### src/hdl/sysctl_pkg.sv
// Shared constants and carriers for the system control register bank.
// Assumes one 50 MHz core clock and a synchronous, active-high reset.
`default_nettype none

package sysctl_pkg;

    // ------------------------------------------------------------
    // Register port geometry
    // ------------------------------------------------------------
    localparam int ADDR_W = 8;
    localparam int DATA_W = 32;
    localparam int BE_W   = 4;

    // ------------------------------------------------------------
    // Register byte offsets
    // ------------------------------------------------------------
    localparam logic [ADDR_W-1:0] OFS_NMI_STATUS   = 8'h00;
    localparam logic [ADDR_W-1:0] OFS_NMI_ENABLE   = 8'h04;
    localparam logic [ADDR_W-1:0] OFS_REVISION     = 8'h08;
    localparam logic [ADDR_W-1:0] OFS_GPO          = 8'h0C;
    localparam logic [ADDR_W-1:0] OFS_WARM_REQ     = 8'h10;
    localparam logic [ADDR_W-1:0] OFS_WARM_DONE    = 8'h14;
    localparam logic [ADDR_W-1:0] OFS_POWER_CTRL   = 8'h18;
    localparam logic [ADDR_W-1:0] OFS_POWER_STATUS = 8'h1C;

    // ------------------------------------------------------------
    // Field widths, positions and masks
    // ------------------------------------------------------------
    localparam int NMI_W       = 6;
    localparam int NMI_EXT_BIT = 4;
    localparam int GPO_W       = 8;
    localparam int WARM_W      = 5;
    localparam int PWR_W       = 4;
    localparam int PWR_IDLE_LSB = 0;
    localparam int PWR_WKUP_LSB = 8;
    localparam int PWR_STOP_LSB = 16;
    localparam int REV_MINOR_LSB = 0;
    localparam int REV_MAJOR_LSB = 8;

    localparam logic [DATA_W-1:0] NMI_EN_MASK  = 32'h0000_003F;
    localparam logic [DATA_W-1:0] GPO_MASK     = 32'h0000_00FF;
    localparam logic [DATA_W-1:0] PWR_CTL_MASK = 32'h000F_000F;

    // ------------------------------------------------------------
    // Reset values
    // ------------------------------------------------------------
    localparam logic [DATA_W-1:0] RST_WORD   = 32'h0000_0000;
    localparam logic [NMI_W-1:0]  RST_NMI    = 6'h00;
    localparam logic [WARM_W-1:0] RST_WARM   = 5'h00;

    // ------------------------------------------------------------
    // Carriers
    // ------------------------------------------------------------
    typedef struct packed {
        logic              read;
        logic              write;
        logic [ADDR_W-1:0] addr;
        logic [BE_W-1:0]   byteEn;
        logic [DATA_W-1:0] wdata;
    } reg_req_t;

    typedef struct packed {
        logic illegalRegAccess;
        logic memAddressError;
        logic ibusTimeout;
        logic ibusError;
        logic cpuBusError;
    } nmi_events_t;

endpackage

`default_nettype wire

### src/hdl/nmi_cause_tracker.sv
// Sticky NMI cause flags, read-clear, NMI output gated by per-cause enables.
// Assumes event pulses come from core_clk logic; the NMI pin is asynchronous.
`default_nettype none

module nmi_cause_tracker
    import sysctl_pkg::*;
(
    input  wire logic             core_clk,
    input  wire logic             reset,
    input  wire nmi_events_t      events,
    input  wire logic             external_nmi_pin_n,
    input  wire logic [NMI_W-1:0] enables,
    input  wire logic             clearStatus,
    output logic      [NMI_W-1:0] status,
    output logic                  nmiOut
);

    logic             pinMeta_reg;
    logic             pinSync_reg;
    logic             nmi_reg;
    logic [NMI_W-1:0] status_reg;
    wire  [NMI_W-1:0] causeSet;
    wire              nmi_next;

    // ------------------------------------------------------------
    // Pin synchroniser
    // ------------------------------------------------------------
    always_ff @(posedge core_clk)
    begin
        if (reset)
        begin
            pinMeta_reg <= 1'b1;
            pinSync_reg <= 1'b1;
        end
        else
        begin
            pinMeta_reg <= external_nmi_pin_n;
            pinSync_reg <= pinMeta_reg;
        end
    end

    // RULE2 cause positions
    assign causeSet = {events.illegalRegAccess, ~pinSync_reg, events.memAddressError,
                       events.ibusTimeout, events.ibusError, events.cpuBusError};

    // ------------------------------------------------------------
    // Sticky flags
    // ------------------------------------------------------------
    genvar i;
    generate
        for (i = 0; i < NMI_W; i++)
        begin : g_flag
            // RULE17 read clears, new event wins
            always_ff @(posedge core_clk)
            begin
                if (reset)
                    status_reg[i] <= 1'b0;
                else if (causeSet[i])
                    status_reg[i] <= 1'b1;
                else if (clearStatus)
                    status_reg[i] <= 1'b0;
            end
        end
    endgenerate

    // RULE1 enabled cause raises NMI
    assign nmi_next = |(status_reg & enables);

    always_ff @(posedge core_clk)
    begin
        if (reset)
            nmi_reg <= 1'b0;
        else
            nmi_reg <= nmi_next;
    end

    assign status = status_reg;
    assign nmiOut = nmi_reg;

endmodule

`default_nettype wire

### src/hdl/system_ctrl_nmi_reset_power_regs.sv
// System control register bank: NMI enables, revision, output port,
// warm-reset handshakes and power idle/clock-stop handshakes.
// Assumes the host register port and the peripheral handshakes run on core_clk.
//
// Overview of operation
// RULE1 - NMI asserts when any status bit and its matching enable bit are one.
// RULE2 - Enable bits: 5 illegal access, 4 pin, 3 memory, 2 timeout, 1 bus, 0 CPU.
// RULE3 - NMI enable clears on reset; bits 31:6 always read zero.
// RULE4 - Revision is read-only: major in 15:8, minor in 7:0, zero above.
// RULE5 - Output port low byte drives pins directly; resets zero; upper bits read zero.
// RULE6 - Writing one to a warm reset bit requests that unit's reset; zero ignored.
// RULE7 - Warm reset request register always reads as zero.
// RULE8 - Warm reset done bits: zero busy, one reset finished and unit ready.
// RULE9 - Power control bits 19:16 stop clocks of Eth2, ATM, Eth1, USB.
// RULE10 - Power control bits 3:0 request idle state; zero does nothing.
// RULE11 - Software sets idle request and sees idle before stopping a clock.
// RULE12 - Software drains its posted writes before touching power control.
// RULE13 - Power status bits 3:1 report idle for Eth2, ATM, Eth1.
// RULE14 - Power status bits 11:8 report pending wakeups for Eth2, ATM, Eth1, USB.
// RULE15 - Software clears a unit's clock stop when its wakeup bit reads one.
// RULE16 - Power status bit 0 reports USB idle, ready to suspend.
// RULE17 - NMI status clears when software reads the byte holding CPU bus error.
// RULE18 - Warm reset write gives a one-cycle pulse; done bit drops until completion.
`default_nettype none

module system_ctrl_nmi_reset_power_regs
    import sysctl_pkg::*;
#(
    // Arbitrary identification values
    parameter logic [7:0] REV_MAJOR = 8'h0A,
    parameter logic [7:0] REV_MINOR = 8'h0B
)
(
    input  wire logic              core_clk,
    input  wire logic              reset,
    input  wire reg_req_t          regReq,
    output logic      [DATA_W-1:0] regRdata,
    output logic                   regReadValid,
    input  wire nmi_events_t       nmiEvents,
    input  wire logic              external_nmi_pin_n,
    output logic                   nmiRequest,
    output logic      [GPO_W-1:0]  generalOutputPins,
    output logic      [WARM_W-1:0] warmResetPulse,
    input  wire logic [WARM_W-1:0] unitResetDone,
    output logic      [PWR_W-1:0]  clockGate,
    output logic      [PWR_W-1:0]  idleRequest,
    input  wire logic [PWR_W-1:0]  unitIdleAck,
    input  wire logic [PWR_W-1:0]  unitWakeup
);

    logic [DATA_W-1:0] nmiEnable_reg;
    logic [DATA_W-1:0] gpo_reg;
    logic [DATA_W-1:0] powerCtrl_reg;
    logic [WARM_W-1:0] warmPulse_reg;
    logic [WARM_W-1:0] warmDone_reg;
    logic [DATA_W-1:0] rdata_reg;
    logic              rvalid_reg;

    logic [NMI_W-1:0]  nmiStatus;

    // ------------------------------------------------------------
    // Address decode
    // ------------------------------------------------------------
    wire hitNmiStat  = regReq.addr == OFS_NMI_STATUS;
    wire hitNmiEn    = regReq.addr == OFS_NMI_ENABLE;
    wire hitRev      = regReq.addr == OFS_REVISION;
    wire hitGpo      = regReq.addr == OFS_GPO;
    wire hitWarmReq  = regReq.addr == OFS_WARM_REQ;
    wire hitWarmDone = regReq.addr == OFS_WARM_DONE;
    wire hitPwrCtl   = regReq.addr == OFS_POWER_CTRL;
    wire hitPwrStat  = regReq.addr == OFS_POWER_STATUS;

    wire wrNmiEn   = regReq.write && hitNmiEn;
    wire wrGpo     = regReq.write && hitGpo;
    wire wrWarmReq = regReq.write && hitWarmReq && regReq.byteEn[0];
    wire wrPwrCtl  = regReq.write && hitPwrCtl;

    // RULE17 byte 0 read clears NMI status
    wire clearNmi = regReq.read && hitNmiStat && regReq.byteEn[0];

    // ------------------------------------------------------------
    // Byte-lane merge
    // ------------------------------------------------------------
    function automatic logic [DATA_W-1:0] mergeLanes(
        input logic [DATA_W-1:0] oldVal,
        input logic [DATA_W-1:0] newVal,
        input logic [BE_W-1:0]   be,
        input logic [DATA_W-1:0] mask
    );
        logic [DATA_W-1:0] res;
        res = oldVal;
        for (int b = 0; b < BE_W; b++)
        begin
            if (be[b])
                res[b*8 +: 8] = newVal[b*8 +: 8];
        end
        return res & mask;
    endfunction

    // RULE3 upper enable bits masked to zero
    wire [DATA_W-1:0] nmiEnable_next =
        mergeLanes(nmiEnable_reg, regReq.wdata, regReq.byteEn, NMI_EN_MASK);
    // RULE5 only the low byte is kept
    wire [DATA_W-1:0] gpo_next =
        mergeLanes(gpo_reg, regReq.wdata, regReq.byteEn, GPO_MASK);
    // RULE9 stop bits and RULE10 idle bits held
    wire [DATA_W-1:0] powerCtrl_next =
        mergeLanes(powerCtrl_reg, regReq.wdata, regReq.byteEn, PWR_CTL_MASK);

    // RULE6 ones request, zeros ignored
    wire [WARM_W-1:0] warmPulse_next =
        wrWarmReq ? regReq.wdata[WARM_W-1:0] : RST_WARM;

    // RULE18 request drops done; a new request beats a late completion
    wire [WARM_W-1:0] warmDone_next =
        (warmDone_reg | unitResetDone) & ~warmPulse_next;

    // ------------------------------------------------------------
    // Read mux
    // ------------------------------------------------------------
    // RULE4 fixed revision fields
    wire [DATA_W-1:0] revWord =
        {16'h0000, REV_MAJOR, REV_MINOR} & 32'h0000_FFFF;
    // RULE13 idle bits, RULE16 USB idle, RULE14 wakeup bits
    wire [DATA_W-1:0] pwrStatWord =
        ({{(DATA_W-PWR_W){1'b0}}, unitIdleAck} << PWR_IDLE_LSB) |
        ({{(DATA_W-PWR_W){1'b0}}, unitWakeup}  << PWR_WKUP_LSB);
    // RULE8 done bits in request positions
    wire [DATA_W-1:0] warmDoneWord = {{(DATA_W-WARM_W){1'b0}}, warmDone_reg};
    wire [DATA_W-1:0] nmiStatWord  = {{(DATA_W-NMI_W){1'b0}}, nmiStatus};

    // RULE7 request register reads zero; unmapped reads zero too
    wire [DATA_W-1:0] readWord =
        hitNmiStat  ? nmiStatWord   :
        hitNmiEn    ? nmiEnable_reg :
        hitRev      ? revWord       :
        hitGpo      ? gpo_reg       :
        hitWarmDone ? warmDoneWord  :
        hitPwrCtl   ? powerCtrl_reg :
        hitPwrStat  ? pwrStatWord   :
                      RST_WORD;

    // ------------------------------------------------------------
    // Software-written registers
    // ------------------------------------------------------------
    // RULE3 enable clears on reset
    always_ff @(posedge core_clk)
    begin
        if (reset)
            nmiEnable_reg <= RST_WORD;
        else if (wrNmiEn)
            nmiEnable_reg <= nmiEnable_next;
    end

    // RULE5 output port register
    always_ff @(posedge core_clk)
    begin
        if (reset)
            gpo_reg <= RST_WORD;
        else if (wrGpo)
            gpo_reg <= gpo_next;
    end

    // Sequencing idle before stop is left to software, so no interlock here
    always_ff @(posedge core_clk)
    begin
        if (reset)
            powerCtrl_reg <= RST_WORD;
        else if (wrPwrCtl)
            powerCtrl_reg <= powerCtrl_next;
    end

    // ------------------------------------------------------------
    // Warm reset handshake
    // ------------------------------------------------------------
    // RULE18 one-cycle request pulse
    always_ff @(posedge core_clk)
    begin
        if (reset)
        begin
            warmPulse_reg <= RST_WARM;
            warmDone_reg  <= RST_WARM;
        end
        else
        begin
            warmPulse_reg <= warmPulse_next;
            warmDone_reg  <= warmDone_next;
        end
    end

    // ------------------------------------------------------------
    // NMI causes
    // ------------------------------------------------------------
    nmi_cause_tracker u_nmi (
        .core_clk           (core_clk),
        .reset              (reset),
        .events             (nmiEvents),
        .external_nmi_pin_n (external_nmi_pin_n),
        .enables            (nmiEnable_reg[NMI_W-1:0]),
        .clearStatus        (clearNmi),
        .status             (nmiStatus),
        .nmiOut             (nmiRequest)
    );

    // ------------------------------------------------------------
    // Read data
    // ------------------------------------------------------------
    // Registered so the value seen is the one before a read-clear
    always_ff @(posedge core_clk)
    begin
        if (reset)
        begin
            rdata_reg  <= RST_WORD;
            rvalid_reg <= 1'b0;
        end
        else
        begin
            rvalid_reg <= regReq.read;
            if (regReq.read)
                rdata_reg <= readWord;
        end
    end

    assign regRdata          = rdata_reg;
    assign regReadValid      = rvalid_reg;
    assign generalOutputPins = gpo_reg[GPO_W-1:0];
    assign warmResetPulse    = warmPulse_reg;
    assign clockGate         = powerCtrl_reg[PWR_STOP_LSB +: PWR_W];
    assign idleRequest       = powerCtrl_reg[PWR_IDLE_LSB +: PWR_W];

endmodule

`default_nettype wire

### config.mk
export PLATFORM = sky130hd
export DESIGN_NAME = system_ctrl_nmi_reset_power_regs
export DESIGN_NICKNAME = d
export VERILOG_FILES = /design/src/hdl/sysctl_pkg.sv /design/src/hdl/nmi_cause_tracker.sv /design/src/hdl/system_ctrl_nmi_reset_power_regs.sv
export SDC_FILE = /design/constraint.sdc
export NUM_CORES = 1
export LEC_CHECK = 0
export ABC_AREA = 1
export BUFFER_PORTS_ARGS = -buffer_cell sky130_fd_sc_hd__buf_2
export CORE_MARGIN = 4
export CORE_UTILIZATION = 47
export DETAILED_ROUTE_END_ITERATION = 16
export HOLD_SLACK_MARGIN = 0.03
export PLACE_DENSITY = 0.8
export SLEW_MARGIN = 25
export SYNTH_ARGS = -nofsm -noshare
export SYNTH_HDL_FRONTEND = slang
export SYNTH_HIERARCHICAL = 1
export SYNTH_SLANG_ARGS = --single-unit
### constraint.sdc
create_clock -name core_clk -period 1.35 [get_ports core_clk]
set_input_delay 0.0675 -clock core_clk [delete_from_list [all_inputs] [get_ports core_clk]]
set_output_delay 0.0675 -clock core_clk [all_outputs]
set_load 0.01 [all_outputs]
Word-level counts from Yosys, hierarchy flattened. Index checks and enable logic that the tools add are counted.

Register bits: 74. Input bits: 67. Output and inout port bits: 55.

Equality and inequality tests: 8. Multiplexer cells: 15. Bitwise logic cells: 5. Reduce and logical (&&, ||, !) cells: 18.

Operators by type and width (count): 20-bit two-way mux (6); 8-bit by 5-bit equality test with 1-bit output (second input constant) (4); 8-bit by 4-bit equality test with 1-bit output (second input constant) (2); 12-bit two-way mux (1); 4-bit by 12-bit bitwise OR with 12-bit output (1); 2-bit nonzero test (5); 8-bit by 3-bit equality test with 1-bit output (second input constant) (1); 8-bit logical NOT (1); 2-bit AND reduction (4); 1-bit logical AND (7); 1-bit two-way mux (7); 6-bit bitwise AND (1); 6-bit OR reduction (1); 5-bit bitwise AND (1); 5-bit two-way mux (1); 5-bit inverter (1); 5-bit bitwise OR (1); 2-bit != test (second input constant) (1).

Logic depth before layout (Yosys ltp). Gate-level depths: netlist (run 1).

Depth in word-level cells: 8. Mapped depth: 9.

Modules after synthesis. Netlist (run 1), hierarchy kept.

By module, submodules not included: system_ctrl_nmi_reset_power_regs (times used 1, cells an instance 310, area each 2383.5 um2, sequential area each 980.9 um2); nmi_cause_tracker (times used 1, cells an instance 37, area each 306.5 um2, sequential area each 180.2 um2).

Worst setup path before layout (run 1). No wires, ideal clock.

Path type: in2reg. From: input port regReq[42] (netlist bit). To: register u_nmi.status_reg[0], in the netlist u_nmi/status[0]. Library setup time: 0.114 ns. Arrival time: 0.863 ns. Slack: 0.373 ns. Stages on the path: 7. Buffers on the path: 0. Path through: inv_2 -> nand4_1 -> nor2_2 -> and3_1 -> inv_1 -> a21oi_1 -> nor2_1.

Cells in the longest elaborated chain, start to end: 4.

RTL lines: start: declaration (RTL line system_ctrl_nmi_reset_power_regs.sv:36) `input wire reg_req_t regReq,`; 8-bit logical NOT (RTL line system_ctrl_nmi_reset_power_regs.sv:64) `wire hitNmiStat = regReq.addr == OFS_NMI_STATUS;`; 1-bit logical AND (2 in series) (RTL line system_ctrl_nmi_reset_power_regs.sv:79) `wire clearNmi = regReq.read && hitNmiStat && regReq.byteEn[0];`; net clearNmi (RTL line system_ctrl_nmi_reset_power_regs.sv:79); 2-bit nonzero test (no source line); end signal: indexed assignment (RTL line nmi_cause_tracker.sv:57) `status_reg[i] <= 1'b0;`; end signal: indexed assignment (RTL line nmi_cause_tracker.sv:59) `status_reg[i] <= 1'b1;`; end signal: indexed assignment (RTL line nmi_cause_tracker.sv:61) `status_reg[i] <= 1'b0;`; end: declaration (RTL line nmi_cause_tracker.sv:21) `logic [NMI_W-1:0] status_reg;`.

The timed path passes the listed nets, and every way through them passes these cells. A chain may end at the register's enable or synchronous reset.

Worst setup path after layout (run 1).
From: input port reset. To: register gpo_reg[0].

RTL lines: start: declaration (RTL line system_ctrl_nmi_reset_power_regs.sv:35) `input wire logic reset,`; end signal: assignment (RTL line system_ctrl_nmi_reset_power_regs.sv:161) `gpo_reg <= gpo_next;`; end: declaration (RTL line system_ctrl_nmi_reset_power_regs.sv:52) `logic [DATA_W-1:0] gpo_reg;`.

No word-level cell between the ends.

==> impl_metrics.env, run 1 <==
export IMPL_cts_inserted_buffers=9
export IMPL_die_span_in_x_um=83.7
export IMPL_via_count=2616
export IMPL_post_route_period_util_pct=74.0
export IMPL_synth_edf_count=0
export IMPL_hold_viol_final=0
export IMPL_grt_setup_unrepaired="no"
export IMPL_leakage_nw=1.75
export IMPL_cts_max_level=3
export IMPL_critical_path_peak_fanout=17
export IMPL_drt_first_pass_iters=4
export IMPL_globalplace_congestion=0.829
export IMPL_crit_path_top_delay_cell="sky130_fd_sc_hd__dlygate4sd3_1"
export IMPL_netlist_area_before_placement_um2=2690
export IMPL_maximum_clock_rate_mhz=1000
export IMPL_post_route_drc_count=0
export IMPL_top_cell_family_by_delay_on_the_critical_path="buffers and inverters"
export IMPL_netlist_cell_type_count=31
export IMPL_ys_ff_latch=58
export IMPL_groute_usage_overall_pct=19.8
export IMPL_synthMostInstantiatedCell="sky130_fd_sc_hd__nand2_1"
export IMPL_cp_slowest_stage_delay_ns=0.54
export IMPL_fp_row_count=27
export IMPL_xor_xnor_share_of_the_synthesized_area_pct=0
export IMPL_ys_async_sr_fraction_pct=0
export IMPL_powerDensity_nw_per_um2=1070
export IMPL_count_of_boundary_i_o_pins=122
export IMPL_placement_io_buffers=83
export IMPL_finalInstanceArea_um2=3580
export IMPL_initialDrtViolationCount=163
export IMPL_worst_ep_arrival_time_ns=1.24
export IMPL_first_global_vias=2522
export IMPL_synth_seq_area_share_pct=43.2
export IMPL_worstHoldPathType="in2reg"
export IMPL_number_of_standard_cells_after_synthesis=347
export IMPL_layout_drive_gt1_share_pct=31.5
export IMPL_ctsLongestPathBuffers=2
export IMPL_place_hpwl_um=5060
export IMPL_clock_latency_ns=0.34
export IMPL_final_max_slew_viol_count=0
export IMPL_timing_clock_skew_ns=0.00354
export IMPL_clock_sinks=58
export IMPL_largest_register_ffs=16
export IMPL_outcome="complete, no violations"
export IMPL_area_growth_synth_to_final_pct=33.2
export IMPL_synth_simple_gate_area_share_pct=31.3
export IMPL_critical_path_class="in2reg"
export IMPL_initial_antenna_violation_count=0
export IMPL_net_count_of_the_finished_layout=528
export IMPL_route_final_wire_length_um=6800
export IMPL_synth_compound_area_share_pct=13.2
export IMPL_stdcell_count=538
export IMPL_synth_commonest_cells="67 x sky130_fd_sc_hd__nand2_1, 58 x sky130_fd_sc_hd__dfxtp_1, 53 x sky130_fd_sc_hd__nor2_1"
export IMPL_synth_top_family_by_area="simple AND/OR/NAND/NOR gates"
export IMPL_crit_chain="dlygate4sd3_1 -> buf_2 -> buf_4 -> a211oi_1"
export IMPL_initial_utilization_pct=48.6
export IMPL_crit_required_ns=1.59
export IMPL_globalRoute_totalOverflow=0
export IMPL_max_vdd_ir_drop_mv=0.630
export IMPL_avgViaCountPerCell=4.86
export IMPL_cts_root_buf="sky130_fd_sc_hd__clkbuf_8"
export IMPL_clk_pin_slew_worst_paths_ns=0.06
export IMPL_grt_start_max_net_pins=19
export IMPL_cp_start_kind="input pin"
export IMPL_grt_first_pass_wirelength_um=11200
export IMPL_number_of_instances_in_the_placed_design=498
export IMPL_finish_utilization_pct=64.7
export IMPL_syn_avg_cell_area_um2=7.75
export IMPL_fp_dieH_um=83.7
export IMPL_ant_nets=0
export IMPL_ys_top_cells_by_area="sky130_fd_sc_hd__dfxtp_1 43%, sky130_fd_sc_hd__nand2_1 9.3%, sky130_fd_sc_hd__nor2_1 7.4%"
export IMPL_die_area_um2=7000
export IMPL_timing_setup_tns_ns=0
export IMPL_yosys_mux_area_fraction_pct=0
export IMPL_synth_warnings=6
export IMPL_max_cap_violations=0
export IMPL_total_power_mw=3.83
export IMPL_worstSetupEndpointType="flop"
export IMPL_shortest_clock_period_the_worst_path_allows_after_layout_ns=1.00
export IMPL_finalSetupViolCount=0
export IMPL_antennaDiodeCount=0
export IMPL_post_synth_top_area_cell="sky130_fd_sc_hd__dfxtp_1"
export IMPL_synth_adder_area_share_pct=0
export IMPL_synth_top_flop_cell="sky130_fd_sc_hd__dfxtp_1"
export IMPL_synth_top_cell_area_share_pct=43.2
export IMPL_core_area_um2=5540
export IMPL_placedInstanceArea_um2=3120
export IMPL_tritoncts_clock_tree="built"
export IMPL_route_detailed_wl_per_inst_um=12.6
export IMPL_crit_buf_inv=3
export IMPL_filler_cell_count=490
export IMPL_cts_resized=0
## cell type report
class | count | area [µm²] | share of cell area [%]
clock buffers | 11 | 141 | 3.95
clock inverters | 5 | 77.6 | 2.17
inverters | 39 | 148 | 4.12
multi-input cells | 239 | 1260 | 35.1
flip-flops and latches | 58 | 1160 | 32.4
well taps | 72 | 90.1 | 2.51
repair buffers | 114 | 708 | 19.8
## tightest hold or removal path, cell delays in order
cell and delay (ns):
sky130_fd_sc_hd__buf_2 0.11, sky130_fd_sc_hd__nor2_1 0.11, sky130_fd_sc_hd__a211oi_1 0.05
## cells in the final DEF, fill, tap and decap left out, types with 2 or more instances in the layout
master                          instances
sky130_fd_sc_hd__a211oi_1               7
sky130_fd_sc_hd__a211oi_2              10
sky130_fd_sc_hd__a21oi_1               28
sky130_fd_sc_hd__buf_2                 83
sky130_fd_sc_hd__buf_4                  7
sky130_fd_sc_hd__bufinv_16              2
sky130_fd_sc_hd__clkbuf_8              10
sky130_fd_sc_hd__clkinv_2               3
sky130_fd_sc_hd__conb_1                16
sky130_fd_sc_hd__dfxtp_1               58
sky130_fd_sc_hd__dlygate4sd3_1         24
sky130_fd_sc_hd__inv_1                 29
sky130_fd_sc_hd__inv_2                  8
sky130_fd_sc_hd__nand2_1               67
sky130_fd_sc_hd__nand2_2                5
sky130_fd_sc_hd__nand2_4                3
sky130_fd_sc_hd__nand3_1               13
sky130_fd_sc_hd__nand4_1                3
sky130_fd_sc_hd__nor2_1                53
sky130_fd_sc_hd__nor2_2                 3
sky130_fd_sc_hd__nor2_4                 4
sky130_fd_sc_hd__nor2_8                 2
sky130_fd_sc_hd__nor3_1                 9
sky130_fd_sc_hd__nor3_2                 4
sky130_fd_sc_hd__o22ai_1                5
sky130_fd_sc_hd__or2_1                  2
## per-layer routing
| layer | vias up | global-route usage, % | share of wire (%) |
|---|---|---|---|
| met4 | 0 | 8.33 | 2.0 |
| met2 | 97 | 32.5 | 48 |
| met5 | - | 0 | 0 |
| li1 | 1309 | - | - |
| met3 | 12 | 5.53 | 7.1 |
| met1 | 1198 | 24.2 | 43 |
## what timing repair did
item,CTS,global route
setup buffers,0,0
hold endpoints to repair,24,0
hold buffers,24,0
## cell families after synthesis
family / Yosys count
simple gates: 172
buf+inv: 65
other cells: 1
compound gates: 51
flops: 58
## path summary, 6_finish.rpt
check / cells past startpoint / to / slack [ns] / startpoint
worst max-delay path: 4 / gpo_reg[0]$_SDFFE_PP0P_ / 0.35 / reset
worst min-delay path: 3 / powerCtrl_reg[3]$_SDFFE_PP0P_ / 0.06 / regReq[3]
worst max register to register: 5 / regRdata[2]$_SDFFE_PP0P_ / 0.40 / gpo_reg[2]$_SDFFE_PP0P_
worst min register to register: 1 / u_nmi/pinSync_reg$_SDFF_PP1_ / 0.40 / u_nmi/pinMeta_reg$_SDFF_PP1_
## per-stage QoR
stage	setup WS, ns	hold slack (ns)
after floorplan	0.373	0.165
after global placement	0.125	0.245
after detailed placement	0.109	0.249
after CTS	0.339	0.0337
after global routing	0.297	0.0508
final	0.350	0.0562
## power breakdown
| group | internal, mW | total (mW) | switching (mW) |
|---|---|---|---|
| Sequential | 1.74 | 1.76 | 0.0171 |
| Combinational | 0.136 | 0.314 | 0.178 |
| Clock | 1.08 | 1.75 | 0.671 |
| Total | 2.96 | 3.83 | 0.866 |
No activity file was read; power rests on OpenSTA's default activity.
==> inputs of run 2 (changes only) <==
- CORE_UTILIZATION: 47 -> 42
- PLACE_DENSITY: 0.8 -> 0.76
- clock period: 1.35 -> 0.9 ns (I/O delays scaled with it)
==> impl_metrics.env, run 2 (synthesis results as in run 1) <==
export IMPL_capturing_point_of_the_worst_reg2reg_path="regRdata[2]$_SDFFE_PP0P_"
export IMPL_grt_start_max_net_pins=43
export IMPL_worst_ep_arrival_time_ns=0.88
export IMPL_die_area_um2=7750
export IMPL_stdcell_count=565
export IMPL_crit_path_frequent_cell="sky130_fd_sc_hd__buf_6"
export IMPL_worstHoldStart="unitWakeup[1]"
export IMPL_timing_hold_worst_path_depth=5
export IMPL_layout_cells_most_common="sky130_fd_sc_hd__buf_2"
export IMPL_crit_path_start="powerCtrl_reg[2]$_SDFFE_PP0P_"
export IMPL_cp_slowest_stage_delay_ns=0.33
export IMPL_place_hpwl_um=5310
export IMPL_shortest_clock_period_the_worst_path_allows_after_layout_ns=0.930
export IMPL_max_cap_violations=0
export IMPL_avgViaCountPerCell=4.80
export IMPL_timing_setup_tns_ns=-0.0554
export IMPL_first_global_vias=2558
export IMPL_critical_path_peak_fanout=2
export IMPL_clk_pin_slew_worst_paths_ns=0.06
export IMPL_crit_path_top_delay_cell="sky130_fd_sc_hd__dfxtp_2"
export IMPL_grt_first_pass_wirelength_um=11500
export IMPL_hold_viol_final=0
export IMPL_ctsLongestPathBuffers=2
export IMPL_maximum_clock_rate_mhz=1080
export IMPL_crit_chain="buf_6 -> buf_6"
export IMPL_globalplace_congestion=0.806
export IMPL_initialDrtViolationCount=126
export IMPL_route_final_wire_length_um=7480
export IMPL_cts_inserted_buffers=9
export IMPL_leakage_nw=1.93
export IMPL_largest_register_ffs=16
export IMPL_powerDensity_nw_per_um2=1440
export IMPL_area_growth_synth_to_final_pct=50.0
export IMPL_crit_buf_inv=2
export IMPL_post_route_worst_setup_slack_ns=-0.0295
export IMPL_worstHoldPathType="in2reg"
export IMPL_crit_required_ns=0.85
export IMPL_core_area_um2=6060
export IMPL_dpl_worst_slack_ns=-0.334
export IMPL_die_span_in_x_um=88.0
export IMPL_clock_latency_ns=0.34
export IMPL_finalSetupViolCount=2
export IMPL_clock_sinks=58
export IMPL_number_of_instances_in_the_placed_design=517
export IMPL_net_count_of_the_finished_layout=552
export IMPL_final_max_slew_viol_count=0
export IMPL_placement_io_buffers=83
export IMPL_initial_antenna_violation_count=0
export IMPL_post_route_period_util_pct=103
export IMPL_count_of_boundary_i_o_pins=122
export IMPL_layout_drive_gt1_share_pct=44.3
export IMPL_destination_of_the_worst_hold_path="regRdata[9]$_SDFFE_PP0P_"
export IMPL_violations="setup timing"
export IMPL_timing_clock_skew_ns=0.00687
export IMPL_groute_usage_overall_pct=19.3
export IMPL_drt_first_pass_iters=4
export IMPL_top_cell_family_by_delay_on_the_critical_path="flip-flops"
export IMPL_cts_max_level=3
export IMPL_fp_row_count=28
export IMPL_cts_root_buf="sky130_fd_sc_hd__clkbuf_8"
export IMPL_initial_utilization_pct=44.4
export IMPL_r2r_start="powerCtrl_reg[2]$_SDFFE_PP0P_"
export IMPL_layout_cells_most_common_list="74 x sky130_fd_sc_hd__buf_2, 66 x sky130_fd_sc_hd__nand2_1, 48 x sky130_fd_sc_hd__nor2_1, 36 x sky130_fd_sc_hd__dfxtp_1, 25 x sky130_fd_sc_hd__buf_4"
export IMPL_worstSetupEndpointType="primary output"
export IMPL_ant_nets=0
export IMPL_ff2ff_setup_slack_ns=0
export IMPL_ff2ff_path_depth=6
export IMPL_fp_dieH_um=88.0
export IMPL_tritoncts_clock_tree="built"
export IMPL_cp_start_kind="flop"
export IMPL_grt_setup_unrepaired="yes"
export IMPL_post_route_drc_count=0
export IMPL_max_vdd_ir_drop_mv=1.10
export IMPL_route_detailed_wl_per_inst_um=13.2
export IMPL_critical_path_class="reg2out"
export IMPL_globalRoute_totalOverflow=0
export IMPL_outcome="finished with violations"
export IMPL_antennaDiodeCount=0
export IMPL_via_count=2710
-- run 2: cell count changes in the layout (fill, tap and decap cells not counted), sizes merged --
cell / change
clkinv: +1
buf: +23
inv: -1
nor2: +1
-- run 2: how the worst max path moves through the flow --
stage | to | cells after the start | slack [ns]
2_1_floorplan | u_nmi/status[0]$_SDFFE_PP0P_ | 7 | -0.02
3_3_place_gp | powerCtrl_reg[18]$_SDFFE_PP0P_ | 9 | -0.27
3_5_place_dp | nmiEnable_reg[0]$_SDFFE_PP0P_ | 8 | -0.33
4_1_cts | generalOutputPins[2] | 2 | -0.03
5_1_grt | regRdata[2]$_SDFFE_PP0P_ | 6 | -0.08
6_report | idleRequest[2] | 2 | -0.03
-- run 2: report_power, final --
group	switching, mW	total [mW]	internal (mW)
clock	1.00	2.63	1.62
combinational	0.303	0.553	0.250
sequential	0.0298	2.64	2.61
total	1.34	5.82	4.48
-- run 2: worst reg2reg max path, delay by kind of cell (launching register included) --
kind | cells | cell delay [ns]
AO/OA/AOI/OAI | 2 | 0.19
flip-flops | 1 | 0.33
AND/OR/NAND/NOR | 4 | 0.26
-- run 2: final cells by class --
type,count,area (µm²)
fill,474,2030
clock buffer,11,141
clock inverter,5,77.6
tap,75,93.8
sequential,58,1190
timing repair buffer,137,973
multi-input combinational,240,1380
inverter,39,175
-- run 2: layer usage --
metal  global-route usage (%)  share of wire [%]
met3                     5.46                7.3
met1                     23.2                 42
met5                        0                  0
met2                     32.8                 50
met4                     7.42                1.5
-- run 2: metrics by stage --
step | utilization (%) | power (mW) | hold WS (ns) | instance area [µm²]
after CTS | 62.9 | 5.83 | 0.0354 | 3810
after floorplan | - | 2.98 | 0.142 | 2800
after global routing | 66.6 | 6.04 | 0.0761 | 4030
after global placement | 54.8 | 3.12 | 0.226 | 3320
after detailed placement | 54.8 | 3.13 | 0.233 | 3320
final | 66.6 | 5.82 | 0.0457 | 4030
-- run 2: what timing repair did --
action | in CTS | in global routing
endpoints found under the setup margin | 11 | 44
setup buffers | 0 | 8
endpoints found under the hold margin | 25 | 0
hold buffers | 24 | 0
cloned | 0 | 1
gates resized for setup | 15 | 50
pin swaps | 0 | 13
==> inputs of run 3 (changes only) <==
- CORE_UTILIZATION: 42 -> 41
- PLACE_DENSITY: 0.76 -> 0.75
- SYNTH_HIERARCHICAL: 1 -> not set
==> impl_metrics.env, run 3 <==
export IMPL_synth_warnings=0
export IMPL_cts_root_buf="sky130_fd_sc_hd__clkbuf_8"
export IMPL_route_final_wire_length_um=7840
export IMPL_initialDrtViolationCount=197
export IMPL_finalInstanceArea_um2=3910
export IMPL_die_area_um2=7520
export IMPL_crit_path_frequent_cell="sky130_fd_sc_hd__nor2_4"
export IMPL_post_synth_top_area_cell="sky130_fd_sc_hd__dfxtp_1"
export IMPL_max_vdd_ir_drop_mv=1.35
export IMPL_first_global_vias=2550
export IMPL_grt_setup_unrepaired="yes"
export IMPL_total_power_mw=6.22
export IMPL_grt_first_pass_wirelength_um=12100
export IMPL_maximum_clock_rate_mhz=1060
export IMPL_gr_busiest_metal="met2"
export IMPL_synth_edf_count=0
export IMPL_timing_clock_skew_ns=0.00725
export IMPL_layout_cells_most_common="sky130_fd_sc_hd__buf_2"
export IMPL_internal_power_mw=4.86
export IMPL_largest_register_ffs=16
export IMPL_grt_start_max_net_pins=28
export IMPL_placement_io_buffers=83
export IMPL_capturing_point_of_the_worst_reg2reg_path="regRdata[2]$_SDFFE_PP0P_"
export IMPL_seq_power_share_pct=42.4
export IMPL_synth_seq_area_share_pct=45.7
export IMPL_core_area_um2=5960
export IMPL_count_of_boundary_i_o_pins=122
export IMPL_post_route_drc_count=0
export IMPL_route_detailed_wl_per_inst_um=14.1
export IMPL_placedInstanceArea_um2=3160
export IMPL_ys_ff_latch=58
export IMPL_post_route_worst_setup_slack_ns=-0.0467
export IMPL_leakage_nw=1.80
export IMPL_die_span_in_x_um=86.7
export IMPL_clk_pin_slew_worst_paths_ns=0.07
export IMPL_fp_row_count=28
export IMPL_crit_path_start="regReq[42]"
export IMPL_number_of_standard_cells_after_synthesis=334
export IMPL_ys_top_cells_by_area="sky130_fd_sc_hd__dfxtp_1 46%, sky130_fd_sc_hd__nand2_1 10%, sky130_fd_sc_hd__a21oi_1 9.8%"
export IMPL_synth_top_cell_area_share_pct=45.7
export IMPL_avgViaCountPerCell=4.88
export IMPL_gr_usage_met2_pct=33.0
export IMPL_cts_max_level=3
export IMPL_netSwitchingFraction_pct=21.9
export IMPL_critical_path_class="in2reg"
export IMPL_globalRouteMet1Util_pct=26.0
export IMPL_cts_inserted_buffers=9
export IMPL_net_count_of_the_finished_layout=542
export IMPL_dpl_worst_slack_ns=-0.377
export IMPL_clkPwrFrac_pct=48.8
export IMPL_synth_commonest_cells="68 x sky130_fd_sc_hd__nand2_1, 58 x sky130_fd_sc_hd__dfxtp_1, 50 x sky130_fd_sc_hd__a21oi_1"
export IMPL_violations="setup timing"
export IMPL_timing_setup_tns_ns=-0.122
export IMPL_final_max_slew_viol_count=0
export IMPL_ctsLongestPathBuffers=2
export IMPL_syn_avg_cell_area_um2=7.61
export IMPL_ant_nets=0
export IMPL_netlist_area_before_placement_um2=2540
export IMPL_initial_antenna_violation_count=0
export IMPL_globalplace_congestion=0.876
export IMPL_synthMostInstantiatedCell="sky130_fd_sc_hd__nand2_1"
export IMPL_globalRoute_totalOverflow=0
export IMPL_layout_cells_most_common_list="77 x sky130_fd_sc_hd__buf_2, 65 x sky130_fd_sc_hd__nand2_1, 46 x sky130_fd_sc_hd__a21oi_1, 40 x sky130_fd_sc_hd__dfxtp_1, 29 x sky130_fd_sc_hd__dlygate4sd3_1"
export IMPL_clock_latency_ns=0.33
export IMPL_crit_required_ns=1.17
export IMPL_r2r_start="gpo_reg[2]$_SDFFE_PP0P_"
export IMPL_finalSetupViolCount=3
export IMPL_worst_ep_arrival_time_ns=1.21
export IMPL_tritoncts_clock_tree="built"
export IMPL_critical_path_peak_fanout=5
export IMPL_via_count=2714
export IMPL_synth_top_flop_cell="sky130_fd_sc_hd__dfxtp_1"
export IMPL_area_growth_synth_to_final_pct=54.0
export IMPL_timing_hold_worst_path_depth=5
export IMPL_crit_chain="buf_2 -> nor2_4 -> nand3_4 -> nor2_4 -> buf_6 -> nand2_2 -> nand4_1 -> nand2_1 -> a21oi_2"
export IMPL_groute_usage_overall_pct=20.5
export IMPL_fp_dieH_um=86.7
export IMPL_outcome="finished with violations"
export IMPL_ys_async_sr_fraction_pct=0
export IMPL_crit_buf_inv=2
export IMPL_cp_slowest_stage_delay_ns=0.22
export IMPL_netlist_cell_type_count=30
export IMPL_p_switching_mw=1.36
export IMPL_filler_cell_count=471
export IMPL_worst_path_stages=9
export IMPL_worstHoldPathType="in2reg"
export IMPL_clock_sinks=58
export IMPL_power_share_combinational_pct=8.8
export IMPL_drt_first_pass_iters=4
export IMPL_cp_start_kind="input pin"
export IMPL_top_cell_family_by_delay_on_the_critical_path="simple AND/OR/NAND/NOR gates"
export IMPL_worstHoldStart="unitWakeup[3]"
export IMPL_initial_utilization_pct=42.7
export IMPL_ff2ff_setup_slack_ns=-0.04
export IMPL_layout_drive_gt1_share_pct=40.8
export IMPL_area_occupied_by_multi_input_gates_um2=1250
export IMPL_register_area_um2=1190
export IMPL_post_route_period_util_pct=105
export IMPL_ff2ff_path_depth=8
export IMPL_crit_path_top_delay_cell="sky130_fd_sc_hd__nor2_4"
export IMPL_powerDensity_nw_per_um2=1590
export IMPL_destination_of_the_worst_hold_path="regRdata[11]$_SDFFE_PP0P_"
export IMPL_hold_viol_final=0
export IMPL_shortest_clock_period_the_worst_path_allows_after_layout_ns=0.947
export IMPL_met3_usage_pct=4.66
export IMPL_worstSetupEndpointType="flop"
export IMPL_place_hpwl_um=5400
export IMPL_max_cap_violations=0
## run 3: routing by layer
metal / wire length (µm) / share of wire, %
met1: 3250 / 41
met3: 504 / 6.4
met2: 3900 / 50
met4: 187 / 2.4
met5: 0 / 0
## run 3: per-stage QoR
| step | util (%) | hold WS, ns | cells |
|---|---|---|---|
| finish | 65.7 | 0.0540 | 556 |
| global route | 65.7 | 0.0832 | 555 |
| CTS | 62.8 | 0.0423 | 550 |
| detailed placement | 53.0 | 0.235 | 504 |
| global placement | 53.0 | 0.232 | 504 |
| floorplan | - | 0.139 | 349 |
## run 3: worst max-delay path by stage
stage                                     end  slack [ns]
3_3_place_gp   powerCtrl_reg[17]$_SDFFE_PP0P_       -0.33
5_1_grt              regRdata[3]$_SDFFE_PP0P_       -0.12
2_1_floorplan         gpo_reg[3]$_SDFFE_PP0P_       -0.07
6_report             regRdata[3]$_SDFFE_PP0P_       -0.05
3_5_place_dp   powerCtrl_reg[19]$_SDFFE_PP0P_       -0.38
4_1_cts                  generalOutputPins[2]       -0.04
## run 3: repair_timing
action,CTS,global route
gates cloned,0,1
endpoints found under the hold margin,36,0
resized for setup,16,46
pin swaps,2,17
hold buffers,29,0
endpoints found under the setup margin,18,45
setup buffers,1,4
## run 3: cell families after synthesis
family / after synthesis / synth area share [%]
AO/OA/AOI/OAI: 84 / 17.3
buffers and inverters: 61 / 11.8
flip-flops: 58 / 45.7
other: 1 / 0.148
AND/OR/NAND/NOR: 130 / 25.1
## run 3: power by group through the flow
stage	combinational [mW]	sequential, mW	clock, mW
after global placement	0.404	2.69	0
after global routing	0.596	2.64	3.23
final	0.547	2.63	3.04
after detailed placement	0.410	2.69	0
after floorplan	0.244	2.69	0
after CTS	0.513	2.64	3.07
## run 3: layout make-up
| class | instances | area share (%) |
|---|---|---|
| sequential | 58 | 30.4 |
| timing repair buffer | 140 | 25.2 |
| antenna | 1 | 0.0640 |
| tap | 75 | 2.40 |
| multi-input combinational | 230 | 32.1 |
| inverter | 36 | 3.45 |
| clock inverter | 4 | 2.49 |
| clock buffer | 12 | 3.97 |
## run 3: tightest hold or removal path: cells and delay by family
kind                   cells  cell delay (ns)
AO/OA/AOI/OAI              1             0.05
buffers and inverters      1             0.10
AND/OR/NAND/NOR            3             0.14
